--- src/core/bwq_defs.svh ---
// Constants of the write response queue: sizes, bit positions and reset values.
`ifndef BWQ_DEFS_SVH
`define BWQ_DEFS_SVH

// ----------------------------------------------------------------------------
// Sizes
// ----------------------------------------------------------------------------
`define BWQ_DEPTH 32
`define BWQ_ID_W 4
`define BWQ_USER_W 1
`define BWQ_RESP_W 2
`define BWQ_ECC_EN 1

// ----------------------------------------------------------------------------
// Codeword positions flipped by error injection
// ----------------------------------------------------------------------------
`define BWQ_INJ_POS_A 3
`define BWQ_INJ_POS_B 5

// ----------------------------------------------------------------------------
// Reset values
// ----------------------------------------------------------------------------
`define BWQ_RST_LOW 1'h0
`define BWQ_RST_HIGH 1'h1

`endif

--- src/core/bwq_pkg.sv ---
// Types shared by the write response queue modules.
package bwq_pkg;

  // --------------------------------------------------------------------------
  // Write response codes
  // --------------------------------------------------------------------------
  typedef enum logic [1:0] {
    BWQ_OKAY = 2'h0,
    BWQ_EXOKAY = 2'h1,
    BWQ_SLVERR = 2'h2,
    BWQ_DECERR = 2'h3
  } bwq_resp_t;

  // --------------------------------------------------------------------------
  // Decoder result flags
  // --------------------------------------------------------------------------
  typedef struct packed {
    logic sbit;
    logic dbit;
  } bwq_err_t;

endpackage : bwq_pkg

--- src/core/bwq_fifo_if.sv ---
// Stream handshake between the queue top and its storage.
`timescale 1ns/1ns
interface bwq_fifo_if #(
  parameter int W = 8
);
  logic wr_valid;
  logic wr_ready;
  logic [W-1:0] wr_data;
  logic rd_valid;
  logic rd_ready;
  logic [W-1:0] rd_data;

  modport store (
    input wr_valid,
    input wr_data,
    input rd_ready,
    output wr_ready,
    output rd_valid,
    output rd_data
  );

  modport user (
    output wr_valid,
    output wr_data,
    output rd_ready,
    input wr_ready,
    input rd_valid,
    input rd_data
  );
endinterface : bwq_fifo_if

--- src/core/bwq_fifo.sv ---
// Synchronous FIFO storage with registered full flag.
`timescale 1ns/1ns
`include "bwq_defs.svh"
module bwq_fifo #(
  parameter int W = 8,
  parameter int DEPTH = `BWQ_DEPTH
) (
  // Clock and reset.
  input wire logic clk,
  input wire logic rst_n,
  input wire logic ce,
  // Stream ports.
  bwq_fifo_if.store fb
);
  localparam int AW = $clog2(DEPTH);

  typedef struct packed {
    logic [AW-1:0] wp;
    logic [AW-1:0] rp;
    logic [AW:0] cnt;
    logic full;
  } bwq_fifo_st_t;

  bwq_fifo_st_t q;
  bwq_fifo_st_t next_q;
  logic [W-1:0] mem [DEPTH];
  logic push;
  logic pop;

  // --------------------------------------------------------------------------
  // Handshakes
  // --------------------------------------------------------------------------
  // Writes are taken only while not full, so nothing stored is overwritten.
  assign push = fb.wr_valid && !q.full;
  assign pop = fb.rd_ready && (q.cnt != '0);
  assign fb.wr_ready = !q.full;
  assign fb.rd_valid = (q.cnt != '0);
  assign fb.rd_data = mem[q.rp];

  // --------------------------------------------------------------------------
  // Pointers and count
  // --------------------------------------------------------------------------
  always_comb begin
    next_q = q;
    if (push) begin
      next_q.wp = (q.wp == AW'(DEPTH - 1)) ? '0 : q.wp + AW'(1);
    end
    if (pop) begin
      next_q.rp = (q.rp == AW'(DEPTH - 1)) ? '0 : q.rp + AW'(1);
    end
    next_q.cnt = q.cnt + (AW+1)'(push) - (AW+1)'(pop);
    next_q.full = (next_q.cnt == (AW+1)'(DEPTH));
  end

  always_ff @(posedge clk or negedge rst_n) begin
    if (!rst_n) begin
      q <= '0;
    end else if (ce) begin
      q <= next_q;
    end
  end

  always_ff @(posedge clk) begin
    if (ce && push) begin
      mem[q.wp] <= fb.wr_data;
    end
  end
endmodule : bwq_fifo

--- src/core/bwq_level.sv ---
// Threshold capture and programmable full and empty flags.
`timescale 1ns/1ns
`include "bwq_defs.svh"
module bwq_level #(
  parameter int TW = 5,
  parameter int CW = 6
) (
  // Clock and reset.
  input wire logic clk,
  input wire logic rst_n,
  input wire logic ce,
  // Thresholds and occupancy.
  input wire logic [TW-1:0] full_thresh,
  input wire logic [TW-1:0] empty_thresh,
  input wire logic [CW-1:0] count,
  // Flags.
  output logic prog_full,
  output logic prog_empty
);
  typedef struct packed {
    logic loaded;
    logic [TW-1:0] thr_full;
    logic [TW-1:0] thr_empty;
    logic pfull;
    logic pempty;
  } bwq_level_st_t;

  bwq_level_st_t q;
  bwq_level_st_t next_q;

  // --------------------------------------------------------------------------
  // Capture and compare
  // --------------------------------------------------------------------------
  always_comb begin
    next_q = q;
    // Thresholds held through reset are caught on the first enabled edge after it.
    if (!q.loaded) begin
      next_q.loaded = 1'h1;
      next_q.thr_full = full_thresh;
      next_q.thr_empty = empty_thresh;
    end
    next_q.pfull = (count >= CW'(next_q.thr_full));
    next_q.pempty = (count <= CW'(next_q.thr_empty));
  end

  always_ff @(posedge clk or negedge rst_n) begin
    if (!rst_n) begin
      q.loaded <= `BWQ_RST_LOW;
      q.thr_full <= '1;
      q.thr_empty <= '0;
      q.pfull <= `BWQ_RST_LOW;
      q.pempty <= `BWQ_RST_HIGH;
    end else if (ce) begin
      q <= next_q;
    end
  end

  assign prog_full = q.pfull;
  assign prog_empty = q.pempty;
endmodule : bwq_level

--- src/core/bwq_top.sv ---
// Write response queue: FIFO between a downstream slave and an upstream master.
//
// Function
// - Response ID passes through unchanged.
// - Two-bit response code passes through unchanged.
// - Master valid high only when response buffered; it rises up to two cycles after the write.
// - Slave-side ready high only when room exists.
// - Master outputs come from FIFO output word.
// - Slave inputs packed into FIFO input word.
// - Full threshold input sets programmable full flag.
// - Empty threshold input sets programmable empty flag.
// - Thresholds caught on first enabled edge after reset; held stable then.
// - Single inject corrupts one stored bit.
// - Double inject corrupts two stored bits.
// - Single error flagged and word corrected.
// - Double error flagged as corrupted data.
// - Overflow never pulses; its term needs slave ready both high and low.
// - Refused write leaves contents and pointers alone.
// - Ready withheld when full; overflow stays low.
// - Programmable full while count at or above threshold.
// - Programmable empty while count at or below threshold.
`timescale 1ns/1ns
`include "bwq_defs.svh"
module bwq_top #(
  parameter int ID_W = `BWQ_ID_W,
  parameter int USER_W = `BWQ_USER_W,
  parameter int DEPTH = `BWQ_DEPTH,
  parameter bit ECC_EN = `BWQ_ECC_EN
) (
  // Clock, reset and enable.
  input wire logic clk,
  input wire logic rst_n,
  input wire logic ce,
  // Master-facing response channel.
  output logic [ID_W-1:0] s_axi_bid,
  output logic [`BWQ_RESP_W-1:0] s_axi_bresp,
  output logic [USER_W-1:0] s_axi_buser,
  output logic s_axi_bvalid,
  input wire logic s_axi_bready,
  // Slave-facing response channel.
  input wire logic [ID_W-1:0] m_axi_bid,
  input wire logic [`BWQ_RESP_W-1:0] m_axi_bresp,
  input wire logic [USER_W-1:0] m_axi_buser,
  input wire logic m_axi_bvalid,
  output logic m_axi_bready,
  // Thresholds and level flags.
  input wire logic [$clog2(DEPTH)-1:0] prog_full_thresh,
  input wire logic [$clog2(DEPTH)-1:0] prog_empty_thresh,
  output logic prog_full,
  output logic prog_empty,
  // Error injection and reporting.
  input wire logic inject_sbit_err,
  input wire logic inject_dbit_err,
  output logic sbit_err,
  output logic dbit_err,
  output logic overflow
);

  // --------------------------------------------------------------------------
  // Sizes of the word and its codeword
  // --------------------------------------------------------------------------
  function automatic int calc_parity(input int k);
    int p;
    p = 0;
    for (int x = 1; x < 16; x++) begin
      if ((p == 0) && ((1 << x) >= (k + x + 1))) begin
        p = x;
      end
    end
    return p;
  endfunction : calc_parity

  localparam int K = ID_W + `BWQ_RESP_W + USER_W;
  localparam int P = calc_parity(K);
  localparam int N = K + P;
  localparam int TW = $clog2(DEPTH);
  localparam int CW = $clog2(DEPTH + 1) + 1;

  typedef struct packed {
    logic [K-1:0] data;
    bwq_pkg::bwq_err_t err;
  } bwq_dec_t;

  // --------------------------------------------------------------------------
  // Error correcting encoder
  // --------------------------------------------------------------------------
  // Position 0 holds overall parity, powers of two hold Hamming parity.
  function automatic logic [N:0] ecc_enc(
    input logic [K-1:0] d,
    input logic inj_s,
    input logic inj_d
  );
    logic [N:0] c;
    int k;
    c = '0;
    k = 0;
    for (int i = 1; i <= N; i++) begin
      if ((i & (i - 1)) != 0) begin
        c[i] = d[k];
        k++;
      end
    end
    for (int j = 0; j < P; j++) begin
      for (int i = 1; i <= N; i++) begin
        if (i[j] && (i != (1 << j))) begin
          c[1 << j] = c[1 << j] ^ c[i];
        end
      end
    end
    c[0] = ^c[N:1];
    if (ECC_EN) begin
      c[`BWQ_INJ_POS_A] = c[`BWQ_INJ_POS_A] ^ (inj_s | inj_d);
      c[`BWQ_INJ_POS_B] = c[`BWQ_INJ_POS_B] ^ inj_d;
    end
    return c;
  endfunction : ecc_enc

  // --------------------------------------------------------------------------
  // Error correcting decoder
  // --------------------------------------------------------------------------
  function automatic bwq_dec_t ecc_dec(input logic [N:0] c);
    bwq_dec_t r;
    logic [N:0] f;
    int s;
    int k;
    logic par;
    r = '0;
    f = c;
    s = 0;
    k = 0;
    par = ^c;
    for (int i = 1; i <= N; i++) begin
      if (c[i]) begin
        s = s ^ i;
      end
    end
    // Odd parity means one flipped bit, which the syndrome locates.
    if (par && (s != 0) && (s <= N)) begin
      f[s] = ~f[s];
    end
    for (int i = 1; i <= N; i++) begin
      if ((i & (i - 1)) != 0) begin
        r.data[k] = f[i];
        k++;
      end
    end
    if (ECC_EN) begin
      r.err.sbit = par;
      r.err.dbit = !par && (s != 0);
    end
    return r;
  endfunction : ecc_dec

  // --------------------------------------------------------------------------
  // State
  // --------------------------------------------------------------------------
  typedef struct packed {
    logic [CW-1:0] cnt;
    logic vld;
    logic [ID_W-1:0] id;
    bwq_pkg::bwq_resp_t resp;
    logic [USER_W-1:0] user;
    logic sbit;
    logic dbit;
    logic ovf;
  } bwq_top_st_t;

  bwq_top_st_t q;
  bwq_top_st_t next_q;
  bwq_dec_t dec;
  logic push;
  logic take;
  logic drain;

  bwq_fifo_if #(.W(N + 1)) fb ();

  // --------------------------------------------------------------------------
  // Storage
  // --------------------------------------------------------------------------
  bwq_fifo #(
    .W(N + 1),
    .DEPTH(DEPTH)
  ) u_fifo (
    .clk(clk),
    .rst_n(rst_n),
    .ce(ce),
    .fb(fb)
  );

  // Slave-side word goes in with its code bits; ready is the registered room flag.
  assign fb.wr_valid = m_axi_bvalid;
  assign fb.wr_data = ecc_enc({m_axi_bid, m_axi_bresp, m_axi_buser}, inject_sbit_err,
                              inject_dbit_err);
  assign m_axi_bready = fb.wr_ready;
  assign push = m_axi_bvalid && fb.wr_ready;

  // --------------------------------------------------------------------------
  // Output stage
  // --------------------------------------------------------------------------
  // The output register refills whenever it is empty or being emptied.
  assign drain = q.vld && s_axi_bready;
  assign take = fb.rd_valid && (!q.vld || s_axi_bready);
  assign fb.rd_ready = take;
  assign dec = ecc_dec(fb.rd_data);

  always_comb begin
    next_q = q;
    next_q.sbit = 1'h0;
    next_q.dbit = 1'h0;
    if (take) begin
      next_q.vld = 1'h1;
      // The code field is cast on its own, since an enum cannot be filled by concatenation.
      next_q.id = dec.data[K-1 -: ID_W];
      next_q.resp = bwq_pkg::bwq_resp_t'(dec.data[USER_W +: `BWQ_RESP_W]);
      next_q.user = dec.data[USER_W-1:0];
      next_q.sbit = dec.err.sbit;
      next_q.dbit = dec.err.dbit;
    end else if (drain) begin
      next_q.vld = 1'h0;
    end
    next_q.cnt = q.cnt + CW'(push) - CW'(drain);
    // A refused write needs valid while full, yet ready is low then, so this stays low.
    next_q.ovf = m_axi_bvalid && fb.wr_ready && !fb.wr_ready;
  end

  always_ff @(posedge clk or negedge rst_n) begin
    if (!rst_n) begin
      q <= '0;
    end else if (ce) begin
      q <= next_q;
    end
  end

  // --------------------------------------------------------------------------
  // Level flags
  // --------------------------------------------------------------------------
  bwq_level #(
    .TW(TW),
    .CW(CW)
  ) u_level (
    .clk(clk),
    .rst_n(rst_n),
    .ce(ce),
    .full_thresh(prog_full_thresh),
    .empty_thresh(prog_empty_thresh),
    .count(next_q.cnt),
    .prog_full(prog_full),
    .prog_empty(prog_empty)
  );

  // --------------------------------------------------------------------------
  // Outputs
  // --------------------------------------------------------------------------
  assign s_axi_bvalid = q.vld;
  assign s_axi_bid = q.id;
  assign s_axi_bresp = q.resp;
  assign s_axi_buser = q.user;
  assign sbit_err = q.sbit;
  assign dbit_err = q.dbit;
  assign overflow = q.ovf;

endmodule : bwq_top

--- config.mk ---
export PLATFORM = sky130hd
export DESIGN_NAME = bwq_top
export DESIGN_NICKNAME = d
export VERILOG_FILES = /design/src/core/bwq_pkg.sv /design/src/core/bwq_fifo_if.sv /design/src/core/bwq_fifo.sv /design/src/core/bwq_level.sv /design/src/core/bwq_top.sv
export VERILOG_INCLUDE_DIRS = /design/src /design/src/core
export SDC_FILE = /design/constraint.sdc
export NUM_CORES = 1
export LEC_CHECK = 0
export BUFFER_PORTS_ARGS = -buffer_cell sky130_fd_sc_hd__buf_2
export CORE_ASPECT_RATIO = 0.75
export CORE_MARGIN = 2
export CORE_UTILIZATION = 60
export CTS_CLUSTER_DIAMETER = 150
export CTS_CLUSTER_SIZE = 20
export DETAILED_ROUTE_END_ITERATION = 12
export PLACE_DENSITY = 0.77
export SLEW_MARGIN = 0
export SYNTH_ARGS = -nofsm -noshare
export SYNTH_HDL_FRONTEND = slang
export SYNTH_SLANG_ARGS = --single-unit
--- constraint.sdc ---
create_clock -name clk -period 3.8 [get_ports clk]
set_input_delay 0.76 -clock clk [delete_from_list [all_inputs] [get_ports clk]]
set_output_delay 0.76 -clock clk [all_outputs]
set_load 0.005 [all_outputs]
== Word level (Yosys, flattened, before mapping) ==
Memories as Yosys holds them, arrays and structs flattened.
Index checks and enable logic that the tools add are counted.
Storage, ports and cells
  logic and storage cells: 107
  memories kept: 1
  output and inout bits: 14
  bits in registers: 48
  bits in writable memories: 384
Memories
  u_fifo.mem: words 32, bits a word 12, rd ports 1, clocked after Yosys merged registers in 0, write ports 1, RTL line bwq_fifo.sv:26  | logic [W-1:0] mem [DEPTH];
Cells by class
  add/sub/neg operators: 6
  muxes and demuxes: 26
  bitwise operators: 26
  order comparisons: 5
  eq/ne operators: 3
  reduce and logical (&&, ||, !) cells: 23
Operator list (number)
  $reduce_bool A32 Y1: 1
  $mux W4: 4
  $xor A1 B1 Y1: 14
  $bwmux W12: 1
  $mux W12: 1
  $mux W3: 4
  $reduce_xor A12 Y1: 1
  $reduce_xor A11 Y1: 1
  $add A5 B1 Y5 const B: 2
  $eq A5 B5 Y1 const B: 2
  $logic_and A1 B1 Y1: 10
  $mux W10: 1
  $mux W5: 2
  $not A2 Y2: 5
  $mux W1: 8
  $reduce_and A2 Y1: 4
  $add A7 B1 Y7: 1
  $ge A7 B5 Y1: 1
  $le A7 B5 Y1: 1
  $sub A7 B1 Y7: 1
  $add A6 B1 Y6: 1
  $eq A6 B6 Y1 const B: 1
  $mux W2: 3
  $not A3 Y3: 2
  other kinds (13): 17

== Depth between registers and ports, before layout ==
Gate-level depths: netlist of run 1.
An unclocked memory read counts as a cell.
  depth after elaboration: 25
  gate-level depth with buffers: 17

== Modules after synthesis ==
From an unflattened synthesis of run 1, not the netlist that was laid out.
Unflattened totals
  cell total of the unflattened synthesis: 1083
  area, all modules: 18295.0 um^2
By module, submodules not included
  bwq_fifo: seq. area each 11956.5 um^2, cells each 848, times used 1, area an instance 15984.1 um^2
  bwq_top: seq. area each 450.4 um^2, cells each 161, times used 1, area an instance 1514.0 um^2
  bwq_level: seq. area each 332.8 um^2, cells each 74, times used 1, area an instance 797.0 um^2

== Least setup slack after synthesis of run 1 ==
OpenSTA, ideal clock, no wires.
  path kind: register to register
  start: register u_fifo.q[7] (netlist bit)
  end: register q, in the netlist s_axi_bid[2]
  data arrival time: 3.372 ns
  stages on the path, launching flop included: 13
  buffers on the path: 3
  required time: 3.713 ns
  period minus slack after synthesis: 3.459 ns
  library setup time: 0.087 ns
  setup slack: 0.341 ns
  cell sequence: dfrtp_1 buf_6 buf_12 buf_6 mux4_2 mux4_2 mux2i_4 xnor2_1 xor2_1 or3_1 o311a_1 and3_4 a211oi_2
On the way
  cells in the longest elaborated chain, start to end: 23
  elaborated cells on any way between the ends: 35
Ends and longest elaborated chain
  start: declaration: RTL line bwq_fifo.sv:24  | bwq_fifo_st_t q;
  start signal: assignment: RTL line bwq_fifo.sv:59  | q <= next_q;
  $mem_v2 Z32 W12 *
  $mux W1: RTL line bwq_top.sv:133  | if (c[i]) begin
  $mux W2: RTL line bwq_top.sv:133
  $not A2 Y2 (no source line)
  $mux W2: RTL line bwq_top.sv:133
  $mux W3: RTL line bwq_top.sv:133
  $not A2 Y2 (no source line)
  $mux W3 (2 in a row): RTL line bwq_top.sv:133
  [... 6 more ...]
  $not A3 Y3 (no source line)
  $mux W4: RTL line bwq_top.sv:133
  $lt A4 B5 Y1 (not written as such), or another cell as far along: RTL line bwq_top.sv:139  | f[s] = ~f[s];
  $logic_and A1 B1 Y1 (not written as such) or $mux W1 (tied branches): RTL line bwq_top.sv:139
  $mux W1 (not written as such): RTL line bwq_top.sv:139
  $demux W1 S4 or $not A1 Y1 (tied branches): RTL line bwq_top.sv:139
  $bwmux W12: RTL line bwq_top.sv:139
  $mux W12 *: RTL line bwq_top.sv:138  | if (par && (s != 0) && (s <= N)) begin
  end signal: assignment: RTL line bwq_top.sv:230  | q <= next_q;
  end: declaration: RTL line bwq_top.sv:168  | bwq_top_st_t q;
Mark *: on every way between the ends. The rest lies on a longest branch, timed or not. The select of a mux whose other input is x is not followed.
A chain may end at the register's enable or synchronous reset.

== Final worst setup path of run 1 ==
Same ends and word-level chain as after synthesis.

==> impl_results.md, run 1 <==
* Final setup fails at 0
* Clk buf depth at 3
* Worst path cell trace: buf_12 > buf_4 > mux4_2 > a22oi_2 > nand4_1 > buf_6 > xnor2_4 > xor2_2 > or3_1 > o311a_1 > and3_4 > a211oi_2
* Largest net degree at the start of global routing at 55
* FP Rows at 56
* Fmax at 268 MHz
* Total gr overflow at 0
* Metal-1 WL at 18500 µm
* Most frequent cells in the layout: edfxtp_1, buf_4, mux2i_1, nor2_1, nand2_1
* Worst-case clock skew at 0.0242 ns
* Synthesized Nets at 1191
* Status: complete, no violations
* Met3 wire len at 4270 µm
* Max stage delay on crit path at 0.53 ns
* Fraction of layout instances using a drive strength above 1 at 24.8%
* Min-delay worst type: input port to async pin
* Root Driver: clkbuf_16
* N_diodes at 0
* Max layer used: met4
* Core box area at 0.0310 mm²
* Total negative slack at 0 ns
* Period minus WS final at 3.73 ns
* Via count at 10700
* LEAKAGE at 7.59 nW
* Initial Util at 60.4%
* H-tree levels at 1
* Vert. Die Dim at 157 µm
* First-pass detailed-route iteration total at 6
* Pre-CTS setup slack at -0.0834 ns
* Final worst setup slack at 0.0718 ns
* Final slew viol count at 0
* Crit share post-route at 98.1%
* Setup CP Type: register to register
* CP arrival at 4.21 ns
* Synth Register Bits at 432
* Crit end category: register
* Vias in the first global route at 10300
* Final nets at 1327
* Total Wirelength at 44000 µm
* Non-filler cells, final at 1694
* CP startpoint: u_fifo.q[7]
* # clock sinks at 432
* Routability Congestion at 0.948
* Total GRT Usage at 27.1%
* Slew margin rel. at 13.5%
* Synth-to-Final Area Change at 13.1%
* Placed cell count at 1632
* Internal reg-to-reg setup slack at 0.07 ns
* Max rail drop VDD at 1.09 mV
* Worst skew pair latency at 0.59 ns
* Post-CTS Hold Buffers at 0
* Crit path max fanout at 14
* Initial antenna violation count at 0
* Tightest Pin Transition at 1.29 ns
* Syn avg cell area at 16.5 µm²
* Count of port buffers added during placement at 37
* R2R Path End: s_axi_bid[2]
* Routed Antenna Nets at 0
* Cell Area, Synth at 0.0187 mm²
* Most common cell after layout, fill and taps aside: edfxtp_1
* Yosys synthesis warning count at 0
* Primary FF master, synth: edfxtp_1
* CTS tree: yes
* Reg2Reg Depth at 12
* Synth Instances at 1133
* Startpoint types: register
* Global-route wire length before repair at 64400 µm
* Die W at 208 µm
* Post-synth cell types at 68
* Worst path required time at 4.28 ns
* Slowest stage cell, crit path: mux4_2
* Share of the yosys chip area belonging to registers at 68.0%
* Maxcap violations at 0
* # DRC at 0
* Metal2 WL at 20000 µm
* Fin. Hold Viols at 0
* PD cells at 841 mW/mm²
* Hpwl dp at 28600 µm
* Num ports at 38
* Die footprint at 0.0327 mm²
* Num CTS Buffers at 25
* Vias per inst at 6.32
* EDFF count, synth at 384
* 1st-iter DRT viols at 1456
* Worst-path clk slew at 0.09 ns
* R2r startpoint: u_fifo.q[7]
* Drt wl/cell at 26.0 µm
* Synth async-reset ratio at 11.1%
-- area by class of cell --
type / count / area, µm²
Clock buffer: 44 / 697
Clock inverter: 2 / 28.8
Fill cell: 1983 / 9840
Inverter: 33 / 124
Multi-Input combinational cell: 610 / 5730
Sequential cell: 432 / 12700
Tap cell: 406 / 508
Timing Repair Buffer: 167 / 1360
-- power by group --
| part | total, mW | internal, mW | leakage [nW] | switching [mW] |
|---|---|---|---|---|
| clock | 2.76 | 1.26 | 0.345 | 1.50 |
| combinational | 9.17 | 4.38 | 3.25 | 4.79 |
| sequential | 5.90 | 5.63 | 4.00 | 0.272 |
| total | 17.8 | 11.3 | 7.59 | 6.56 |
-- worst max-delay path: cells and delay by family, from the launching register on --
family	cells	cell delay, ns
xor+xnor	2	0.35
buf+inv	3	0.57
mux	1	0.53
simple gates	3	0.84
flops	1	0.48
compound gates	3	0.86
-- state kept, by name, indices dropped and copies added, names as in the netlist --
name                count
u_fifo.mem            384
u_fifo.q               17
u_level.q              11
q                       7
s_axi_bid               4
s_axi_bresp             2
dbit_err                1
overflow                1
s_axi_buser             1
s_axi_bvalid            1
sbit_err                1
u_level.prog_empty      1
u_level.prog_full       1
-- worst max path at each step --
| stage | cells after the start | endpoint | slack (ns) |
|---|---|---|---|
| floorplan | 12 | s_axi_bid[2] | 0.34 |
| global placement | 13 | s_axi_bid[0] | 0.02 |
| detailed placement | 14 | s_axi_bresp[1] | -0.08 |
| CTS | 13 | s_axi_bresp[1] | 0.03 |
| global route | 13 | s_axi_buser | -0.04 |
| finish | 12 | s_axi_bid[2] | 0.07 |
-- layer usage --
layer | GRT usage, % | vias up
met2 | 42.2 | 543
met5 | 0 | -
met4 | 7.98 | 0
li1 | - | 4660
met3 | 5.01 | 94
met1 | 39.9 | 5402
-- synthesized netlist by cell type, drive strengths merged, types with 3 or more instances --
library cell	number	area share, %
nand2	60	1.2
a211oi	12	0.53
nor2b	19	0.63
mux4	68	8.4
nand3	17	0.45
o211ai	3	0.12
edfxtp	384	62
nor2	71	1.4
and3	9	0.33
buf	41	1.6
nor3	8	0.21
a21oi	32	0.85
o22ai	3	0.10
and2	12	0.40
o21ai	21	0.56
ha	32	2.1
dfstp	6	0.84
nand2b	9	0.30
mux2i	86	4.8
xor2	7	0.37
inv	33	0.66
a22oi	24	0.96
mux2	18	1.1
or3	3	0.10
o21bai	3	0.12
xnor2	40	1.9
dfrtp	42	5.6
a311oi	5	0.23
a221oi	3	0.14
clkbuf	17	0.34
nand3b	4	0.16
a21o	9	0.36
-- stage by stage --
| step | power [mW] | utilization [%] | hold WS [ns] | instance area [µm²] |
|---|---|---|---|---|
| detailed placement | 14.0 | 64.7 | 0.485 | 20100 |
| floorplan | 11.4 | - | 0.464 | 18700 |
| global route | 18.8 | 68.3 | 0.223 | 21200 |
| CTS | 16.8 | 67.2 | 0.201 | 20800 |
| finish | 17.8 | 68.3 | 0.191 | 21200 |
| global placement | 13.8 | 64.7 | 0.468 | 20100 |
-- cells by family after synthesis --
| logic type | after synthesis | share of synthesized area, % |
|---|---|---|
| muxes | 172 | 14.2 |
| buffers and inverters | 91 | 2.61 |
| DFF | 432 | 68.0 |
| xor gates and xnor gates | 47 | 2.28 |
| AOI/OAI and AO/OA | 133 | 4.87 |
| adders and majority gates | 34 | 2.35 |
| and+or+nand+nor | 224 | 5.69 |
-- what timing repair did --
item | in CTS | in global routing
setup endpoints to repair | 7 | 9
gates resized for setup | 4 | 30
pin swaps | 0 | 6
setup buffers | 2 | 12
gates cloned | 0 | 3
Note: power is estimated with default switching activity, not from simulation.
==> run 2: changes to the inputs <==
clock period = 4.7 ns   (was 3.8 ns; I/O delays follow)
==> run 2 against run 1 <==
Compared with the run above: clock-buffer cell count is the same; combinational power shrank 37%; design area shrank 4.2%; sequential share of layout area grew 2.6 points; setup slack gained 0.26 ns; sequential cell count is the same; die area is the same; cell count shrank 4.2%; critical path type unchanged; largest cell class unchanged.
==> impl_results.md, run 2 (synthesis gave the netlist of run 1 again) <==
* Status: complete, no violations
* Via count at 10300
* Pre-CTS setup slack at 0.494 ns
* Total gr overflow at 0
* LEAKAGE at 7.12 nW
* Clk buf depth at 3
* Vert. Die Dim at 157 µm
* N_diodes at 0
* Vias in the first global route at 10100
* Initial antenna violation count at 1
* Fin. Hold Viols at 0
* Reg with most FFs: u_fifo.mem
* Min-delay worst type: input port to async pin
* Post CTS Setup Buffer Count at 0
* Max stage delay on crit path at 0.99 ns
* Count of port buffers added during placement at 37
* Total negative slack at 0 ns
* Fmax at 229 MHz
* Final setup fails at 0
* Final Power at 12.8 mW
* Slowest stage cell, crit path: dfrtp_2
* Max rail drop VDD at 0.659 mV
* Worst skew pair latency at 0.57 ns
* PD cells at 630 mW/mm²
* Biggest regs: u_fifo.mem x384, u_fifo.q x17, u_level.q x11
* Fraction of layout instances using a drive strength above 1 at 18.6%
* Total GRT Usage at 26.4%
* Routed Antenna Nets at 0
* Global-route wire length before repair at 63100 µm
* Largest net degree at the start of global routing at 55
* Post-CTS Hold Buffers at 0
* CP arrival at 4.83 ns
* CTS tree: yes
* Period minus WS final at 4.37 ns
* Core box area at 0.0310 mm²
* # clock sinks at 432
* RSZ-0062 raised after global routing: false
* Crit end category: register
* Num CTS Buffers at 25
* Hpwl dp at 27200 µm
* Worst-path clk slew at 0.09 ns
* Worst path cell trace: mux4_2 > a22oi_1 > nand4_1 > xnor2_2 > xor2_1 > xnor2_1 > a211oi_1 > a41oi_1 > a21o_1 > o221a_1
* Final nets at 1256
* Setup CP Type: register to register
* Die footprint at 0.0327 mm²
* Worst path required time at 5.16 ns
* Tightest Pin Transition at 1.18 ns
* Final worst setup slack at 0.334 ns
* 1st-iter DRT viols at 1329
* Non-filler cells, final at 1623
* Maxcap violations at 0
* Slew margin rel. at 21.0%
* Vias per inst at 6.35
* First-pass detailed-route iteration total at 6
* Most frequent cells in the layout: edfxtp_1, mux2i_1, nor2_1, nand2_1, buf_4
* Root Driver: clkbuf_16
* Die W at 208 µm
* Most common cell after layout, fill and taps aside: edfxtp_1
* # DRC at 0
* Drt wl/cell at 26.0 µm
* Synth-to-Final Area Change at 8.37%
* FP Rows at 56
* Initial Util at 60.4%
* Routability Congestion at 0.924
* Largest register FFs at 384
* Total Wirelength at 42200 µm
* # resized after CTS at 0
* Crit share post-route at 92.9%
* Final slew viol count at 0
* Num ports at 38
* Placed cell count at 1577
* Worst-case clock skew at 0.0194 ns
* H-tree levels at 1
* Startpoint types: register
* Crit path max fanout at 35
run 2: changes by cell type in the layout (fill, tap and decap cells not counted), sizes merged:
cell and change:
buf -68, clkbuf -3
run 2: worst paths after layout:
check,to,depth (start not counted),from,slack [ns]
max,s_axi_bresp[0],10,u_fifo.q[10],0.33
min reg2reg,u_level.prog_empty,2,u_level.prog_empty,0.49
max reg2reg,s_axi_bresp[0],10,u_fifo.q[10],0.33
max in group asynchronous,u_fifo.q[7],2,rst_n,3.76
min in group clk,u_level.prog_empty,2,u_level.prog_empty,0.49
min,overflow,2,rst_n,0.46
run 2: report_power, final:
part           switching [mW]  internal [mW]  leakage, nW
Combinational            3.39           2.38         2.79
Clock                    1.18           1.01        0.340
Sequential              0.284           4.55         4.00
Total                    4.85           7.94         7.12
run 2: critical path: cells and delay by family (launching register included):
family           cells  cell delay, ns
AO/OA/AOI/OAI        5            1.25
flip-flops           1            0.99
AND/OR/NAND/NOR      1            0.55
XOR/XNOR             3            1.00
multiplexers         1            0.44
run 2: per-stage QoR:
stage / hold WS [ns] / area, µm² / util [%]
after floorplan: 0.465 / 18700 / -
after detailed placement: 0.479 / 19600 / 63.1
after global routing: 0.505 / 20300 / 65.4
after CTS: 0.482 / 20300 / 65.4
after global placement: 0.467 / 19600 / 63.1
final: 0.464 / 20300 / 65.4
run 2: cell type report:
| cell class | instances | area [µm²] |
|---|---|---|
| flip-flops and latches | 432 | 12700 |
| fillers | 2044 | 10700 |
| multi-input cells | 610 | 5580 |
| clock buffers | 44 | 697 |
| repair buffers | 96 | 641 |
| well taps | 406 | 508 |
| inverters | 33 | 124 |
| clock inverters | 2 | 17.5 |
run 2: routing by layer:
metal	track usage [%]	vias to the layer above	part of all wire [%]	wire length, µm
met2	41.0	496	45	19100
li1	-	4497	-	-
met3	4.85	80	9.2	3890
met4	7.54	2	3.0	1260
met1	39.0	5224	42	17900
met5	0.750	-	0.059	25
==> run 3: changes to the inputs <==
clock period = 4.71 ns   (was 4.7 ns; I/O delays follow)
==> run 3 against run 2 <==
Compared with the run above: hold slack better by 0.0074 ns; via count is 0.29% lower; setup slack better by 0.11 ns; clock power hardly changed; sequential cell count stayed put; highest routed layer is now met4.
==> impl_results.md, run 3 (synthesis gave the netlist of run 1 again) <==
* Total Wirelength at 41700 µm
* Post CTS Setup Buffer Count at 0
* Placed cell count at 1576
* First-pass detailed-route iteration total at 6
* Worst-path clk slew at 0.09 ns
* Worst skew pair latency at 0.57 ns
* Maxcap violations at 0
* Hold Slack at 0.471 ns
* Reg2Reg Depth at 10
* H-tree levels at 1
* Fin. Hold Viols at 0
* Via count at 10300
* Final core utilization at 65.4%
* Largest net degree at the start of global routing at 55
* Num CTS Buffers at 25
* Post-CTS Hold Buffers at 0
* Vias in the first global route at 9855
* # DRC at 0
* Most common cell after layout, fill and taps aside: edfxtp_1
* Final worst setup slack at 0.439 ns
* Total negative slack at 0 ns
* Min-delay worst type: input port to async pin
* Die W at 208 µm
* Max rail drop VDD at 0.647 mV
* Final slew viol count at 0
* Slew margin rel. at 20.2%
* Crit end category: register
* Crit share post-route at 90.7%
* Internal reg-to-reg setup slack at 0.44 ns
* Final nets at 1255
* Vert. Die Dim at 157 µm
* # resized after CTS at 0
* Sequential Area at 0.0127 mm²
* Status: complete, no violations
* FP Rows at 56
* R2R Path End: s_axi_bid[0]
* Fraction of layout instances using a drive strength above 1 at 18.5%
* Initial Util at 60.4%
* Routed Antenna Nets at 0
* CTS tree: yes
* RSZ-0062 raised after global routing: false
* LEAKAGE at 7.12 nW
* Root Driver: clkbuf_16
* Drt wl/cell at 25.7 µm
* Startpoint types: register
* Placed inst area at 0.0196 mm²
* CP arrival at 4.74 ns
* Num ports at 38
* Largest register FFs at 384
* Clk buf depth at 3
* Final setup fails at 0
* Most frequent cells in the layout: edfxtp_1, mux2i_1, nor2_1, nand2_1
* Initial antenna violation count at 0
* 1st-iter DRT viols at 1134
* Crit path max fanout at 36
* Vias per inst at 6.33
* Tightest Pin Transition at 1.19 ns
* Routability Congestion at 0.924
* Global-route wire length before repair at 62100 µm
* Fillers at 2128
* PD cells at 626 mW/mm²
* Count of port buffers added during placement at 37
* Total gr overflow at 0
* Non-filler cells, final at 1622
* Fin area at 0.0203 mm²
* Final Power at 12.7 mW
* Fmax at 234 MHz
* Biggest regs: u_fifo.mem x384, u_fifo.q x17, u_level.q x11
* Area of the multi-input gates at 0.00558 mm²
* Die footprint at 0.0327 mm²
* Period minus WS final at 4.27 ns
* Worst-case clock skew at 0.0164 ns
* Pre-CTS setup slack at 0.475 ns
* Reg with most FFs: u_fifo.mem
* Total GRT Usage at 26.1%
* N_diodes at 0
* Setup CP Type: register to register
* R2r startpoint: u_fifo.q[10]
* Worst path required time at 5.18 ns
* # clock sinks at 432
* Core box area at 0.0310 mm²
* Hpwl dp at 26700 µm
* Synth-to-Final Area Change at 8.33%
[run 3: how the worst max path moves through the flow]
stage | start | end | slack (ns)
after floorplan | u_fifo.q[7] | s_axi_bid[2] | 1.25
after global placement | u_fifo.q[7] | s_axi_bid[0] | 0.61
after detailed placement | u_fifo.q[7] | s_axi_buser | 0.48
after CTS | u_fifo.q[7] | s_axi_buser | 0.46
after global routing | u_fifo.q[7] | s_axi_buser | 0.19
final | u_fifo.q[10] | s_axi_bid[0] | 0.44
[run 3: report_power, final]
| group | internal [mW] | switching (mW) | total, mW |
|---|---|---|---|
| Sequential | 4.54 | 0.275 | 4.81 |
| Clock | 1.01 | 1.18 | 2.19 |
| Combinational | 2.37 | 3.33 | 5.70 |
| Total | 7.92 | 4.78 | 12.7 |
[run 3: cell type report]
class / instances / share of cell area (%)
clock inverter: 2 / 0.0863
clock buffer: 44 / 3.43
sequential: 432 / 62.8
multi-input combinational: 610 / 27.5
tap: 406 / 2.50
timing repair buffer: 95 / 3.12
inverter: 33 / 0.610
[run 3: routing by layer]
metal | up-vias | GRT usage [%] | wire length, µm
li1 | 4502 | - | -
met1 | 5197 | 38.3 | 17500
met2 | 499 | 41.1 | 19200
met3 | 71 | 5.21 | 4000
met4 | 0 | 6.17 | 1060
met5 | - | 0 | 0
[run 3: worst max-delay path: stages, from the launching register on]
cell and delay [ns]:
dfrtp_2 0.99, mux4_2 0.44, a22oi_1 0.39, nand4_1 0.53, xnor2_2 0.42, xor2_1 0.35, xnor2_1 0.21, o211ai_1 0.15
o311a_1 0.23, and3_1 0.22, a211oi_1 0.22
